===== src/common/absel_map.svh =====
`ifndef ABSEL_MAP_SVH
`define ABSEL_MAP_SVH

// register byte offsets on the register port
`define ABSEL_CSW0_OFS 16'hB000
`define ABSEL_CSW1_OFS 16'hB004
`define ABSEL_CSW2_OFS 16'hB008
`define ABSEL_CSW3_OFS 16'hB00C
`define ABSEL_RX_ACK_OFS 16'hB030
`define ABSEL_TX_ACK_OFS 16'hB038
`define ABSEL_CTRL_OFS 16'hC000

// chip_select_window fields
`define ABSEL_CSW_BASE_MSB 21
`define ABSEL_CSW_BASE_LSB 17
`define ABSEL_CSW_ACT_MSB 14
`define ABSEL_CSW_ACT_LSB 12
`define ABSEL_CSW_RES_MSB 10
`define ABSEL_CSW_RES_LSB 9
`define ABSEL_CSW_SIZE_MSB 5
`define ABSEL_CSW_SIZE_LSB 4
`define ABSEL_CSW_EN_BIT 0

// ack_pulse_timing fields
`define ABSEL_ACK_LOW_MSB 6
`define ABSEL_ACK_LOW_LSB 4
`define ABSEL_ACK_HIGH_MSB 1
`define ABSEL_ACK_HIGH_LSB 0

// aux_bus_control fields and reset values
`define ABSEL_CTRL_CLKDIS_BIT 1
`define ABSEL_CTRL_RST_BIT 0
`define ABSEL_CTRL_CLKDIS_RST 1'h0
`define ABSEL_CTRL_RST_RST 1'h0

// host address bits compared against the window base
`define ABSEL_HADDR_WIN_MSB 17
`define ABSEL_HADDR_WIN_LSB 13

// timing counts in local bus clocks: field value plus base
`define ABSEL_ACT_BASE 4'h3
`define ABSEL_RES_BASE 4'h2
`define ABSEL_ACK_LOW_BASE 4'h2
`define ABSEL_ACK_HIGH_BASE 4'h1

`endif


===== src/common/absel_pkg.sv =====
package absel_pkg;

  typedef enum logic [1:0] {
    ACC_IDLE,
    ACC_ACTIVE,
    ACC_RESTORE
  } absel_acc_e;

  typedef enum logic [1:0] {
    ACK_IDLE,
    ACK_LOW,
    ACK_HIGH
  } absel_ack_e;

  typedef struct packed {
    logic [3:0][4:0] base;
    logic [3:0][2:0] act;
    logic [3:0][1:0] res;
    logic [3:0][1:0] size;
    logic [3:0] en;
    logic [2:0] rx_low;
    logic [1:0] rx_high;
    logic [2:0] tx_low;
    logic [1:0] tx_high;
    logic clk_dis;
    logic sw_rst;
    logic aux_rst;
    logic [31:0] rdata;
    logic rvalid;
    absel_acc_e acc_st;
    logic [3:0] acc_cnt;
    logic [3:0] cs_n;
    logic acc_busy;
    logic acc_done;
    logic acc_miss;
    absel_ack_e ack_st;
    logic [3:0] ack_cnt;
    logic ack_n;
    logic ack_busy;
    logic ack_done;
    logic ack_high_tx;
    logic clk_en;
  } absel_state_s;

endpackage


===== src/rtl/absel_top.sv =====
`timescale 1ns/1ps
`include "absel_map.svh"

// How it works
// - each window base sits on any 8KB boundary within the 256KB space.
// - bits 5-4 pick window size 8K, 16K, 32K or 64K.
// - base bits 21-17 match host address 17-13, fewer as size grows.
// - chip select held low for 3 plus field 14-12 clocks.
// - chip select held high 2 plus field 10-9 clocks after each access.
// - bit 0 enables a window; disabled windows never assert.
// - only byte devices; device width bits 2-1 always read 00.
// - four window registers at B000, B004, B008 and B00C.
// - dma ack low for 2 plus field 6-4 clocks.
// - dma ack high for 1 plus field 1-0 clocks.
// - receive timing at B030, transmit timing at B038.
// - control bit 1 disables the aux clock driver; enabled after reset.
// - control bit 0 drives the aux bus reset output.
// - aux bus reset also active while chip reset is active.
// - no parity generated or checked, and no parity control bit.
// - reset clears window enables and reserved bits.
// - only byte accesses from 4-byte aligned host addresses.
module absel_top (
  input wire logic clock_in, // local bus clock
  input wire logic resetn_in, // chip reset, sync, active low
  input wire logic reg_wr_in, // register write strobe
  input wire logic reg_rd_in, // register read strobe
  input wire logic [15:0] reg_addr_in, // register byte offset
  input wire logic [31:0] reg_wdata_in, // register write data
  output logic [31:0] reg_rdata_out, // register read data
  output logic reg_rvalid_out, // read data valid pulse
  input wire logic acc_req_in, // aux bus access request
  input wire logic [17:0] acc_addr_in, // host address of access
  output logic acc_busy_out, // access in progress
  output logic acc_done_out, // access finished pulse
  output logic acc_miss_out, // access refused pulse
  output logic [3:0] cs_n_out, // chip selects, active low
  input wire logic ack_req_in, // dma ack cycle request
  input wire logic ack_is_tx_in, // 1 = transmit channel timing
  output logic ack_busy_out, // ack cycle in progress
  output logic ack_done_out, // ack cycle finished pulse
  output logic dma_ack_n_out, // dma acknowledge, active low
  output logic aux_clk_enable_out, // aux clock driver enable
  output logic aux_reset_out // aux bus reset, active high
);

  absel_pkg::absel_state_s r;
  absel_pkg::absel_state_s n;

  logic hit;
  logic [1:0] hit_idx;
  logic [3:0] win_hit;
  logic [1:0] cs_idx;
  logic [1:0] wsel;

  // one comparator per window; the mask drops base bits a big window covers
  for (genvar g = 0; g < 4; g++) begin : g_win
    logic [4:0] win_mask;
    assign win_mask = 5'h1F << r.size[g];
    assign win_hit[g] = r.en[g] &&
      (((acc_addr_in[`ABSEL_HADDR_WIN_MSB:`ABSEL_HADDR_WIN_LSB] ^
         r.base[g]) & win_mask) == 5'h00);
  end

  // lowest index wins if software lets windows overlap
  always_comb begin
    hit = |win_hit;
    hit_idx = 2'h0;
    for (int i = 3; i >= 0; i--) begin
      if (win_hit[i]) begin
        hit_idx = 2'(i);
      end
    end
  end

  // window now strobed; its restore field sets the following gap
  always_comb begin
    cs_idx = 2'h0;
    for (int j = 0; j < 4; j++) begin
      if (!r.cs_n[j]) begin
        cs_idx = 2'(j);
      end
    end
  end

  always_comb begin
    n = r;
    wsel = reg_addr_in[3:2];
    n.acc_done = 1'b0;
    n.acc_miss = 1'b0;
    n.ack_done = 1'b0;
    n.rvalid = 1'b0;

    // register writes; reserved bits are simply not stored
    if (reg_wr_in) begin
      if (reg_addr_in == `ABSEL_CSW0_OFS || reg_addr_in == `ABSEL_CSW1_OFS ||
          reg_addr_in == `ABSEL_CSW2_OFS ||
          reg_addr_in == `ABSEL_CSW3_OFS) begin
        n.base[wsel] =
          reg_wdata_in[`ABSEL_CSW_BASE_MSB:`ABSEL_CSW_BASE_LSB];
        n.act[wsel] = reg_wdata_in[`ABSEL_CSW_ACT_MSB:`ABSEL_CSW_ACT_LSB];
        n.res[wsel] = reg_wdata_in[`ABSEL_CSW_RES_MSB:`ABSEL_CSW_RES_LSB];
        n.size[wsel] =
          reg_wdata_in[`ABSEL_CSW_SIZE_MSB:`ABSEL_CSW_SIZE_LSB];
        n.en[wsel] = reg_wdata_in[`ABSEL_CSW_EN_BIT];
      end else if (reg_addr_in == `ABSEL_RX_ACK_OFS) begin
        n.rx_low = reg_wdata_in[`ABSEL_ACK_LOW_MSB:`ABSEL_ACK_LOW_LSB];
        n.rx_high = reg_wdata_in[`ABSEL_ACK_HIGH_MSB:`ABSEL_ACK_HIGH_LSB];
      end else if (reg_addr_in == `ABSEL_TX_ACK_OFS) begin
        n.tx_low = reg_wdata_in[`ABSEL_ACK_LOW_MSB:`ABSEL_ACK_LOW_LSB];
        n.tx_high = reg_wdata_in[`ABSEL_ACK_HIGH_MSB:`ABSEL_ACK_HIGH_LSB];
      end else if (reg_addr_in == `ABSEL_CTRL_OFS) begin
        n.clk_dis = reg_wdata_in[`ABSEL_CTRL_CLKDIS_BIT];
        n.sw_rst = reg_wdata_in[`ABSEL_CTRL_RST_BIT];
      end
    end

    // register reads; unmapped offsets return zero
    if (reg_rd_in) begin
      n.rvalid = 1'b1;
      if (reg_addr_in == `ABSEL_CSW0_OFS || reg_addr_in == `ABSEL_CSW1_OFS ||
          reg_addr_in == `ABSEL_CSW2_OFS ||
          reg_addr_in == `ABSEL_CSW3_OFS) begin
        // device width bits stay 00: byte devices only
        n.rdata = {10'h0, r.base[wsel], 2'h0, r.act[wsel], 1'b0,
                   r.res[wsel], 3'h0, r.size[wsel], 3'h0,
                   r.en[wsel]};
      end else if (reg_addr_in == `ABSEL_RX_ACK_OFS) begin
        n.rdata = {25'h0, r.rx_low, 2'h0, r.rx_high};
      end else if (reg_addr_in == `ABSEL_TX_ACK_OFS) begin
        n.rdata = {25'h0, r.tx_low, 2'h0, r.tx_high};
      end else if (reg_addr_in == `ABSEL_CTRL_OFS) begin
        // no parity disable bit exists here
        n.rdata = {30'h0, r.clk_dis, r.sw_rst};
      end else begin
        n.rdata = 32'h00000000;
      end
    end

    // chip select sequencer
    case (r.acc_st)
      absel_pkg::ACC_IDLE: begin
        if (acc_req_in) begin
          // misaligned or unmatched address: no strobe at all
          if (acc_addr_in[1:0] != 2'h0 || !hit) begin
            n.acc_miss = 1'b1;
          end else begin
            n.acc_st = absel_pkg::ACC_ACTIVE;
            n.acc_busy = 1'b1;
            n.cs_n = ~(4'h1 << hit_idx);
            n.acc_cnt = `ABSEL_ACT_BASE + {1'b0, r.act[hit_idx]} -
                        4'h1;
          end
        end
      end
      absel_pkg::ACC_ACTIVE: begin
        if (r.acc_cnt == 4'h0) begin
          n.acc_st = absel_pkg::ACC_RESTORE;
          n.cs_n = 4'hF;
          n.acc_cnt = `ABSEL_RES_BASE + {2'h0, r.res[cs_idx]} -
                      4'h1;
        end else begin
          n.acc_cnt = r.acc_cnt - 4'h1;
        end
      end
      absel_pkg::ACC_RESTORE: begin
        if (r.acc_cnt == 4'h0) begin
          n.acc_st = absel_pkg::ACC_IDLE;
          n.acc_busy = 1'b0;
          n.acc_done = 1'b1;
        end else begin
          n.acc_cnt = r.acc_cnt - 4'h1;
        end
      end
      default: begin
        n.acc_st = absel_pkg::ACC_IDLE;
        n.cs_n = 4'hF;
        n.acc_busy = 1'b0;
      end
    endcase

    // dma acknowledge pulse shaper
    case (r.ack_st)
      absel_pkg::ACK_IDLE: begin
        if (ack_req_in) begin
          n.ack_st = absel_pkg::ACK_LOW;
          n.ack_busy = 1'b1;
          n.ack_n = 1'b0;
          n.ack_cnt = `ABSEL_ACK_LOW_BASE - 4'h1 +
                      (ack_is_tx_in ? {1'b0, r.tx_low}
                                    : {1'b0, r.rx_low});
          // remember which timing set for the high phase
          n.ack_done = 1'b0;
          n.ack_high_tx = ack_is_tx_in;
        end
      end
      absel_pkg::ACK_LOW: begin
        if (r.ack_cnt == 4'h0) begin
          n.ack_st = absel_pkg::ACK_HIGH;
          n.ack_n = 1'b1;
          n.ack_cnt = `ABSEL_ACK_HIGH_BASE - 4'h1 +
                      (r.ack_high_tx ? {2'h0, r.tx_high}
                                     : {2'h0, r.rx_high});
        end else begin
          n.ack_cnt = r.ack_cnt - 4'h1;
        end
      end
      absel_pkg::ACK_HIGH: begin
        if (r.ack_cnt == 4'h0) begin
          n.ack_st = absel_pkg::ACK_IDLE;
          n.ack_busy = 1'b0;
          n.ack_done = 1'b1;
        end else begin
          n.ack_cnt = r.ack_cnt - 4'h1;
        end
      end
      default: begin
        n.ack_st = absel_pkg::ACK_IDLE;
        n.ack_n = 1'b1;
        n.ack_busy = 1'b0;
      end
    endcase

    // aux reset follows the control bit once out of chip reset
    n.aux_rst = n.sw_rst;
    // enable kept as its own flop so the pin needs no inverter
    n.clk_en = ~n.clk_dis;

    if (!resetn_in) begin
      // timing fields have no defined reset; zero keeps sims clean
      n = '0;
      n.cs_n = 4'hF;
      n.ack_n = 1'b1;
      n.clk_dis = `ABSEL_CTRL_CLKDIS_RST;
      n.clk_en = ~`ABSEL_CTRL_CLKDIS_RST;
      n.sw_rst = `ABSEL_CTRL_RST_RST;
      n.aux_rst = 1'b1;
    end
  end

  always_ff @(posedge clock_in) begin
    r <= n;
  end

  assign reg_rdata_out = r.rdata;
  assign reg_rvalid_out = r.rvalid;
  assign acc_busy_out = r.acc_busy;
  assign acc_done_out = r.acc_done;
  assign acc_miss_out = r.acc_miss;
  assign cs_n_out = r.cs_n;
  assign ack_busy_out = r.ack_busy;
  assign ack_done_out = r.ack_done;
  assign dma_ack_n_out = r.ack_n;
  // gates a clock buffer outside; a flop cannot copy the clock itself
  assign aux_clk_enable_out = r.clk_en;
  assign aux_reset_out = r.aux_rst;

endmodule


===== config.mk =====
export PLATFORM = sky130hd
export DESIGN_NAME = absel_top
export DESIGN_NICKNAME = d
export VERILOG_FILES = /design/src/common/absel_pkg.sv /design/src/rtl/absel_top.sv
export VERILOG_INCLUDE_DIRS = /design/src /design/src/common
export SDC_FILE = /design/constraint.sdc
export NUM_CORES = 1
export LEC_CHECK = 0
export BUFFER_PORTS_ARGS = -buffer_cell sky130_fd_sc_hd__clkbuf_2
export CORE_MARGIN = 2
export CORE_UTILIZATION = 50
export DETAILED_ROUTE_END_ITERATION = 6
export PLACE_DENSITY_LB_ADDON = 0.12
export SKIP_LAST_GASP = 1
export SLEW_MARGIN = 15
export SYNTH_ARGS = -nofsm -noshare
export SYNTH_HDL_FRONTEND = slang
export SYNTH_SLANG_ARGS = --single-unit

===== constraint.sdc =====
create_clock -name clock_in -period 4.7 [get_ports clock_in]
set_input_delay 0.235 -clock clock_in [delete_from_list [all_inputs] [get_ports clock_in]]
set_output_delay 0.235 -clock clock_in [all_outputs]
set_load 0.01 [all_outputs]

==> metrics.cfg, run 1 <==
[synthesis]
synth_compound_area_frac = 0.120
yosysWarningCount = 0
postSynthCellCount = 610
yosys.area.top_type = dfxtp_1
yosys.area_share.simple = 0.175
synth_edf_count = 0
synthTopCellsByArea = dfxtp_1 (36%), mux2i_1 (12%), nor2_1 (5.6%)
synth_xor_area_frac = 0.0360
ys_async_sr_fraction = 0
synthMuxAreaShare = 0.179
ys_seq_area_frac = 0.362
yosys.area_share.adder = 0.0323
ys_seq_elements = 105
ys_types = 64
synth_top_area_frac = 0.362
synth_top_family_by_area = multiplexers
synth-main-ff-cell = dfxtp_1
syn_area_sq_um = 5810
syn_avg_cell_area_sq_um = 9.53

[timing]
finalCriticalPeriod_ns = 2.65
tightestPinTransition_ns = 1.07
setup_viol = 0
drv_slew = 0
relSlewSlack = 0.288
rsz0062_at_grt = false
finalCritPeriodShare = 0.564
fmax_ghz = 0.377
finalHoldViolCount = 0
fin_tns_setup_ns = 0
fin_ws_ns = 2.05
skew_ns = 0.00623

[die]
core-area_sq_um = 11400
start_util = 0.511
num_rows = 39
die_y_um = 112
die_area_sq_um = 12500
die_width_um = 112
pin_count = 118

[clocking]
post_cts_resized = 0
cts_tree = yes
clk_path_buf_depth = 2
cts_hold_buf = 0
clock_latency_ns = 0.35
cts-root-buf = clkbuf_16
h-tree-depth = 3
clock_sinks = 105
cts_setup_buffers = 0
path_clk_slew_ns = 0.07
cts_buffers = 9

[route]
drtIter0Drc = 271
route.detailed.drc = 0
postRouteAntennaNets = 0
vias_per_cell = 5.55
post_drt_wl_per_cell_um = 16.9
drt-pass1-iter-count = 5
drt-total-wl_mm = 13.3
route.vias.total = 4370

[power]
p_seq_frac = 0.481
power_density_nw_per_um2 = 303
ir_drop_uv = 217
power.switching_uw = 447
p_int_uw = 1450
p_comb_frac = 0.099
pwr-share-clk = 0.419
totalPowerFinal_uw = 1900
p_leak_uw = 0.00268
swShare = 0.236

[placed_design]
dp_hpwl_mm = 9.53
postPlaceCellArea_sq_um = 5950
io_buffers = 72
post-place-ws_ns = 2.02
routabilityCongestion = 0.852

[worst_setup_path]
regToRegStartpoint = r[109]
worstSetupEndpointType = flip-flop
cp-startpoint = r[109]
worstPathArrival_ns = 2.84
crit_end = r[20]
path_max_fanout = 7
r2r_setup_slack_ns = 2.05
worstReg2RegEnd = r[20]
critical_path_class = flip-flop to flip-flop
cp.required_ns = 4.89
startpoint_type = flip-flop
rr_worst_depth = 9

[layout]
fillers = 1088
fin_util = 0.551
nets = 728
largest_reg_flops = 77
fin_area_sq_um = 6260
top_register = r
drive_gt1_frac = 0.202
syn2layout_area_growth_pct = 7.77
antennaDiodeCount = 0

[global_route]
grt_pass1_vias = 4199
grt_pass1_wl_mm = 22.1
grt_max_degree = 59
overflow = 0
antenna_found_initial = 0
track_usage = 0.221

[run]
drv_cap = 0

[worst_hold_path]
hold_path_class = input port to flip-flop

[outcome]
status = finished, final reports clean

==> critical path, stage by stage, from the launching register on <==
cell	delay, ns
dfxtp_1	0.34
xnor2_1	0.28
o211ai_1	0.16
a21oi_2	0.36
o31ai_1	0.26
a221oi_2	0.49
ha_1	0.32
nor2_1	0.11
a211o_1	0.12
a21oi_1	0.06
==> layout make-up <==
class                           instances  area [sq um]  area share
Multi-Input combinational cell        428          3210       0.513
Sequential cell                       105          2100       0.336
Timing Repair Buffer                   74           375      0.0599
Clock buffer                           12           246      0.0394
Tap cell                              143           179      0.0286
Inverter                               22          82.6      0.0132
Clock inverter                          3          65.1      0.0104
==> cell usage after synthesis (13+ instances only) <==
| cell | n |
|---|---|
| nand2b_1 | 13 |
| dfxtp_1 | 105 |
| clkbuf_1 | 15 |
| xnor2_1 | 20 |
| nand3_1 | 24 |
| a21oi_1 | 34 |
| buf_4 | 39 |
| nor2_1 | 86 |
| nand2_1 | 31 |
| inv_1 | 22 |
| ha_1 | 15 |
| mux4_2 | 13 |
| mux2i_1 | 69 |
==> cell usage in the layout, fill, tap and decap left out, drive strengths merged, types with 2 or more instances in the layout <==
| cell type | synthesis | layout |
|---|---|---|
| dfxtp | 105 | 105 |
| nor2 | 87 | 87 |
| clkbuf | 17 | 84 |
| mux2i | 69 | 69 |
| a21oi | 36 | 36 |
| nand2 | 31 | 31 |
| nand3 | 25 | 25 |
| inv | 22 | 22 |
| xnor2 | 21 | 21 |
| o21ai | 21 | 21 |
| conb | 1 | 17 |
| ha | 15 | 15 |
| nand2b | 13 | 13 |
| mux4 | 13 | 13 |
| a211oi | 13 | 13 |
| a22oi | 6 | 6 |
| nor3 | 5 | 5 |
| mux2 | 5 | 5 |
| nor4 | 5 | 5 |
| and2 | 3 | 3 |
| and4 | 3 | 3 |
| a222oi | 3 | 3 |
| o211ai | 3 | 3 |
| nor4b | 3 | 3 |
| a21o | 2 | 2 |
| o2111ai | 2 | 2 |
| nand4 | 2 | 2 |
| nand3b | 2 | 2 |
| and3b | 2 | 2 |
| xor2 | 2 | 2 |
| nor2b | 2 | 2 |
| a32o | 2 | 2 |
| bufinv | 0 | 2 |
| buf | 54 | 2 |
==> through the flow <==
step	hold WS (ns)	std cells
4_1_cts	0.132	787
3_5_place_dp	0.459	772
3_3_place_gp	0.455	772
6_report	0.144	787
5_1_grt	0.145	787
2_1_floorplan	0.329	626
==> power by group through the flow <==
stage          Combinational, uW  Sequential (uW)  Clock, uW
2_1_floorplan                140              933          0
3_3_place_gp                 183              932          0
3_5_place_dp                 188              933          0
4_1_cts                      189              912        813
5_1_grt                      210              914        848
6_report                     189              913        794
==> layer usage <==
layer | up-vias | GRT usage | share of wire
met5 | - | 0 | 0
met4 | 0 | 0.0642 | 0.015
met3 | 13 | 0.0441 | 0.047
met2 | 126 | 0.351 | 0.46
met1 | 2091 | 0.308 | 0.48
li1 | 2140 | - | -
==> how the worst min path moves through the flow <==
stage                            from                 end  slack [ns]  cells past startpoint
floorplan                   resetn_in  aux_clk_enable_out        0.33                      1
global placement    reg_rdata_out[12]   reg_rdata_out[12]        0.46                      2
CTS                        acc_req_in        acc_miss_out        0.13                      3
global route               acc_req_in        acc_miss_out        0.14                      3
detailed placement  reg_rdata_out[20]   reg_rdata_out[20]        0.46                      2
finish                     acc_req_in        acc_miss_out        0.14                      3
==> kinds of logic after synthesis <==
family                   count (synthesis)
multiplexers                            87
adder cells (fa/ha/maj)                 15
AND/OR/NAND/NOR                        188
buffers and inverters                   93
flip-flops                             105
other                                    1
XOR/XNOR                                23
AO/OA/AOI/OAI                           98
Note: power is estimated with default switching activity, not from simulation.
==> run 2, diff against run 1 <==
==> constraint.sdc (replaced) <==
create_clock -name clock_in -period 2.1 [get_ports clock_in]
set_input_delay 0.105 -clock clock_in [delete_from_list [all_inputs] [get_ports clock_in]]
set_output_delay 0.105 -clock clock_in [all_outputs]
set_load 0.01 [all_outputs]
==> run 2 against run 1 <==
Against the previous run: the run now ends with negative setup slack left; cell area increased by 9.8%; first-iteration DRC count is 7.4% lower; combinational power increased by 140%; sequential power is 120% higher; worst hold slack worse by 0.12 ns; clock skew is 0.0045 ns higher; non-clock buffer count rose by 53; largest power group unchanged; core utilization grew 5.4 points.
==> metrics.cfg, run 2 (synthesis gave the netlist of run 1 again) <==
[outcome]
status = finished with violations
violations = negative setup slack

[route]
vias_per_cell = 5.46
drt-total-wl_mm = 14.1
postRouteAntennaNets = 0
drtIter0Drc = 251
drt-pass1-iter-count = 5
post_drt_wl_per_cell_um = 16.7
route.vias.total = 4589
route.detailed.drc = 0

[layout]
seqCellArea_sq_um = 2100
final_common_cell = dfxtp_1
fillers = 1005
syn2layout_area_growth_pct = 18.3
multi_input_area_sq_um = 3370
top_register = r
fin_util = 0.605
largest_reg_flops = 77
nets = 782
drive_gt1_frac = 0.291
final_cell_mix = dfxtp_1 (104), nor2_1 (85), clkbuf_2 (72)
antennaDiodeCount = 0

[timing]
finalCriticalPeriod_ns = 2.27
fin_ws_ns = -0.173
fmax_ghz = 0.440
skew_ns = 0.0107
setup_viol = 4
finalCritPeriodShare = 1.08
drv_slew = 0
hold_ws_ns = 0.0209
relSlewSlack = 0.599
rsz0062_at_grt = true
finalHoldViolCount = 0
tightestPinTransition_ns = 0.601

[clocking]
path_clk_slew_ns = 0.07
cts_tree = yes
cts_hold_buf = 0
clk_path_buf_depth = 2
h-tree-depth = 3
clock_sinks = 105
cts-root-buf = clkbuf_16
cts_buffers = 9
clock_latency_ns = 0.35

[worst_hold_path]
min_to = acc_miss_out
hold_path_class = input port to flip-flop
hold_depth = 3
hp-start = acc_req_in

[worst_setup_path]
worstReg2RegEnd = r[20]
cpPeakStageDelay_ns = 0.36
crit_family = compound AO/OA/AOI/OAI gates
cp.required_ns = 2.38
startpoint_type = flip-flop
path_cells = xnor2_2 -> o21ai_2 -> a211oi_4 -> nor4b_4 -> a221oi_2 -> ha_2 -> nor2_2 -> a211o_1 -> a21oi_1
rr_worst_depth = 9
worstSetupEndpointType = flip-flop
cp_num_buf_inv = 0
regToRegStartpoint = r[119]
critical-path-slowest-cell = nor4b_4
r2r_setup_slack_ns = -0.17
critical_path_class = flip-flop to flip-flop
worstPathArrival_ns = 2.55
path_max_fanout = 3

[global_route]
overflow = 0
grt_max_degree = 53
grt_pass1_wl_mm = 22.8
antenna_found_initial = 0
grt_pass1_vias = 4435
track_usage = 0.230

[die]
die_area_sq_um = 12500
die_width_um = 112
num_rows = 39
start_util = 0.511
core-area_sq_um = 11400
die_y_um = 112
pin_count = 118

[power]
power_density_nw_per_um2 = 638
ir_drop_uv = 552
p_leak_uw = 0.00301

[run]
drv_cap = 0

[placed_design]
routabilityCongestion = 0.841
io_buffers = 72
dp_hpwl_mm = 10.3

run 2: area by class of cell:
type | instances | share of cell area
clock buffers | 9 | 0.0328
well taps | 143 | 0.0260
multi-input cells | 429 | 0.490
clock inverters | 5 | 0.0155
repair buffers | 127 | 0.118
inverters | 22 | 0.0120
flip-flops and latches | 105 | 0.306
run 2: metal layers:
metal	GRT usage	share of wire
met1	0.320	0.48
met2	0.367	0.47
met3	0.0435	0.047
met4	0.0667	0.0092
met5	0	0
run 2: where the power goes:
part	switching (uW)	total (uW)	leakage [uW]	internal (uW)
registers	21.3	2040	0.000849	2020
logic	277	447	0.00200	170
clock network	746	1900	0.000158	1150
run 2: what timing repair did:
action,4_1_cts,5_1_grt
setup endpoints to repair,7,9
gates cloned,0,1
pin swaps,7,18
resized for setup,5,17
buffers inserted,2,6
run 2: worst max-delay path by stage:
stage,startpoint,end,slack [ns],cells past startpoint
after floorplan,r[114],r[20],-0.03,10
after global placement,acc_addr_in[15],r[21],-0.06,12
after detailed placement,acc_addr_in[15],r[21],-0.15,12
after CTS,r[114],r[20],-0.17,10
after global routing,r[114],r[21],-0.28,11
final,r[119],r[20],-0.17,9
run 2: worst reg2reg max path, stage by stage, from the launching register on:
cell and delay (ns):
dfxtp_1 0.34, xnor2_2 0.21, o21ai_2 0.10, a211oi_4 0.34, nor4b_4 0.36, a221oi_2 0.14
ha_2 0.34, nor2_2 0.03, a211o_1 0.22, a21oi_1 0.11
run 2: metrics by stage:
step / area (sq um) / power [uW] / TNS, ns / setup slack, ns / cells
after floorplan: 5920 / 2400 / -0.0270 / -0.0270 / 626
after global placement: 6370 / 2520 / -0.128 / -0.0641 / 818
after detailed placement: 6370 / 2520 / -0.325 / -0.150 / 818
after CTS: 6730 / 4420 / -0.385 / -0.173 / 834
after global routing: 6880 / 4560 / -1.19 / -0.278 / 840
final: 6880 / 4390 / -0.451 / -0.173 / 840
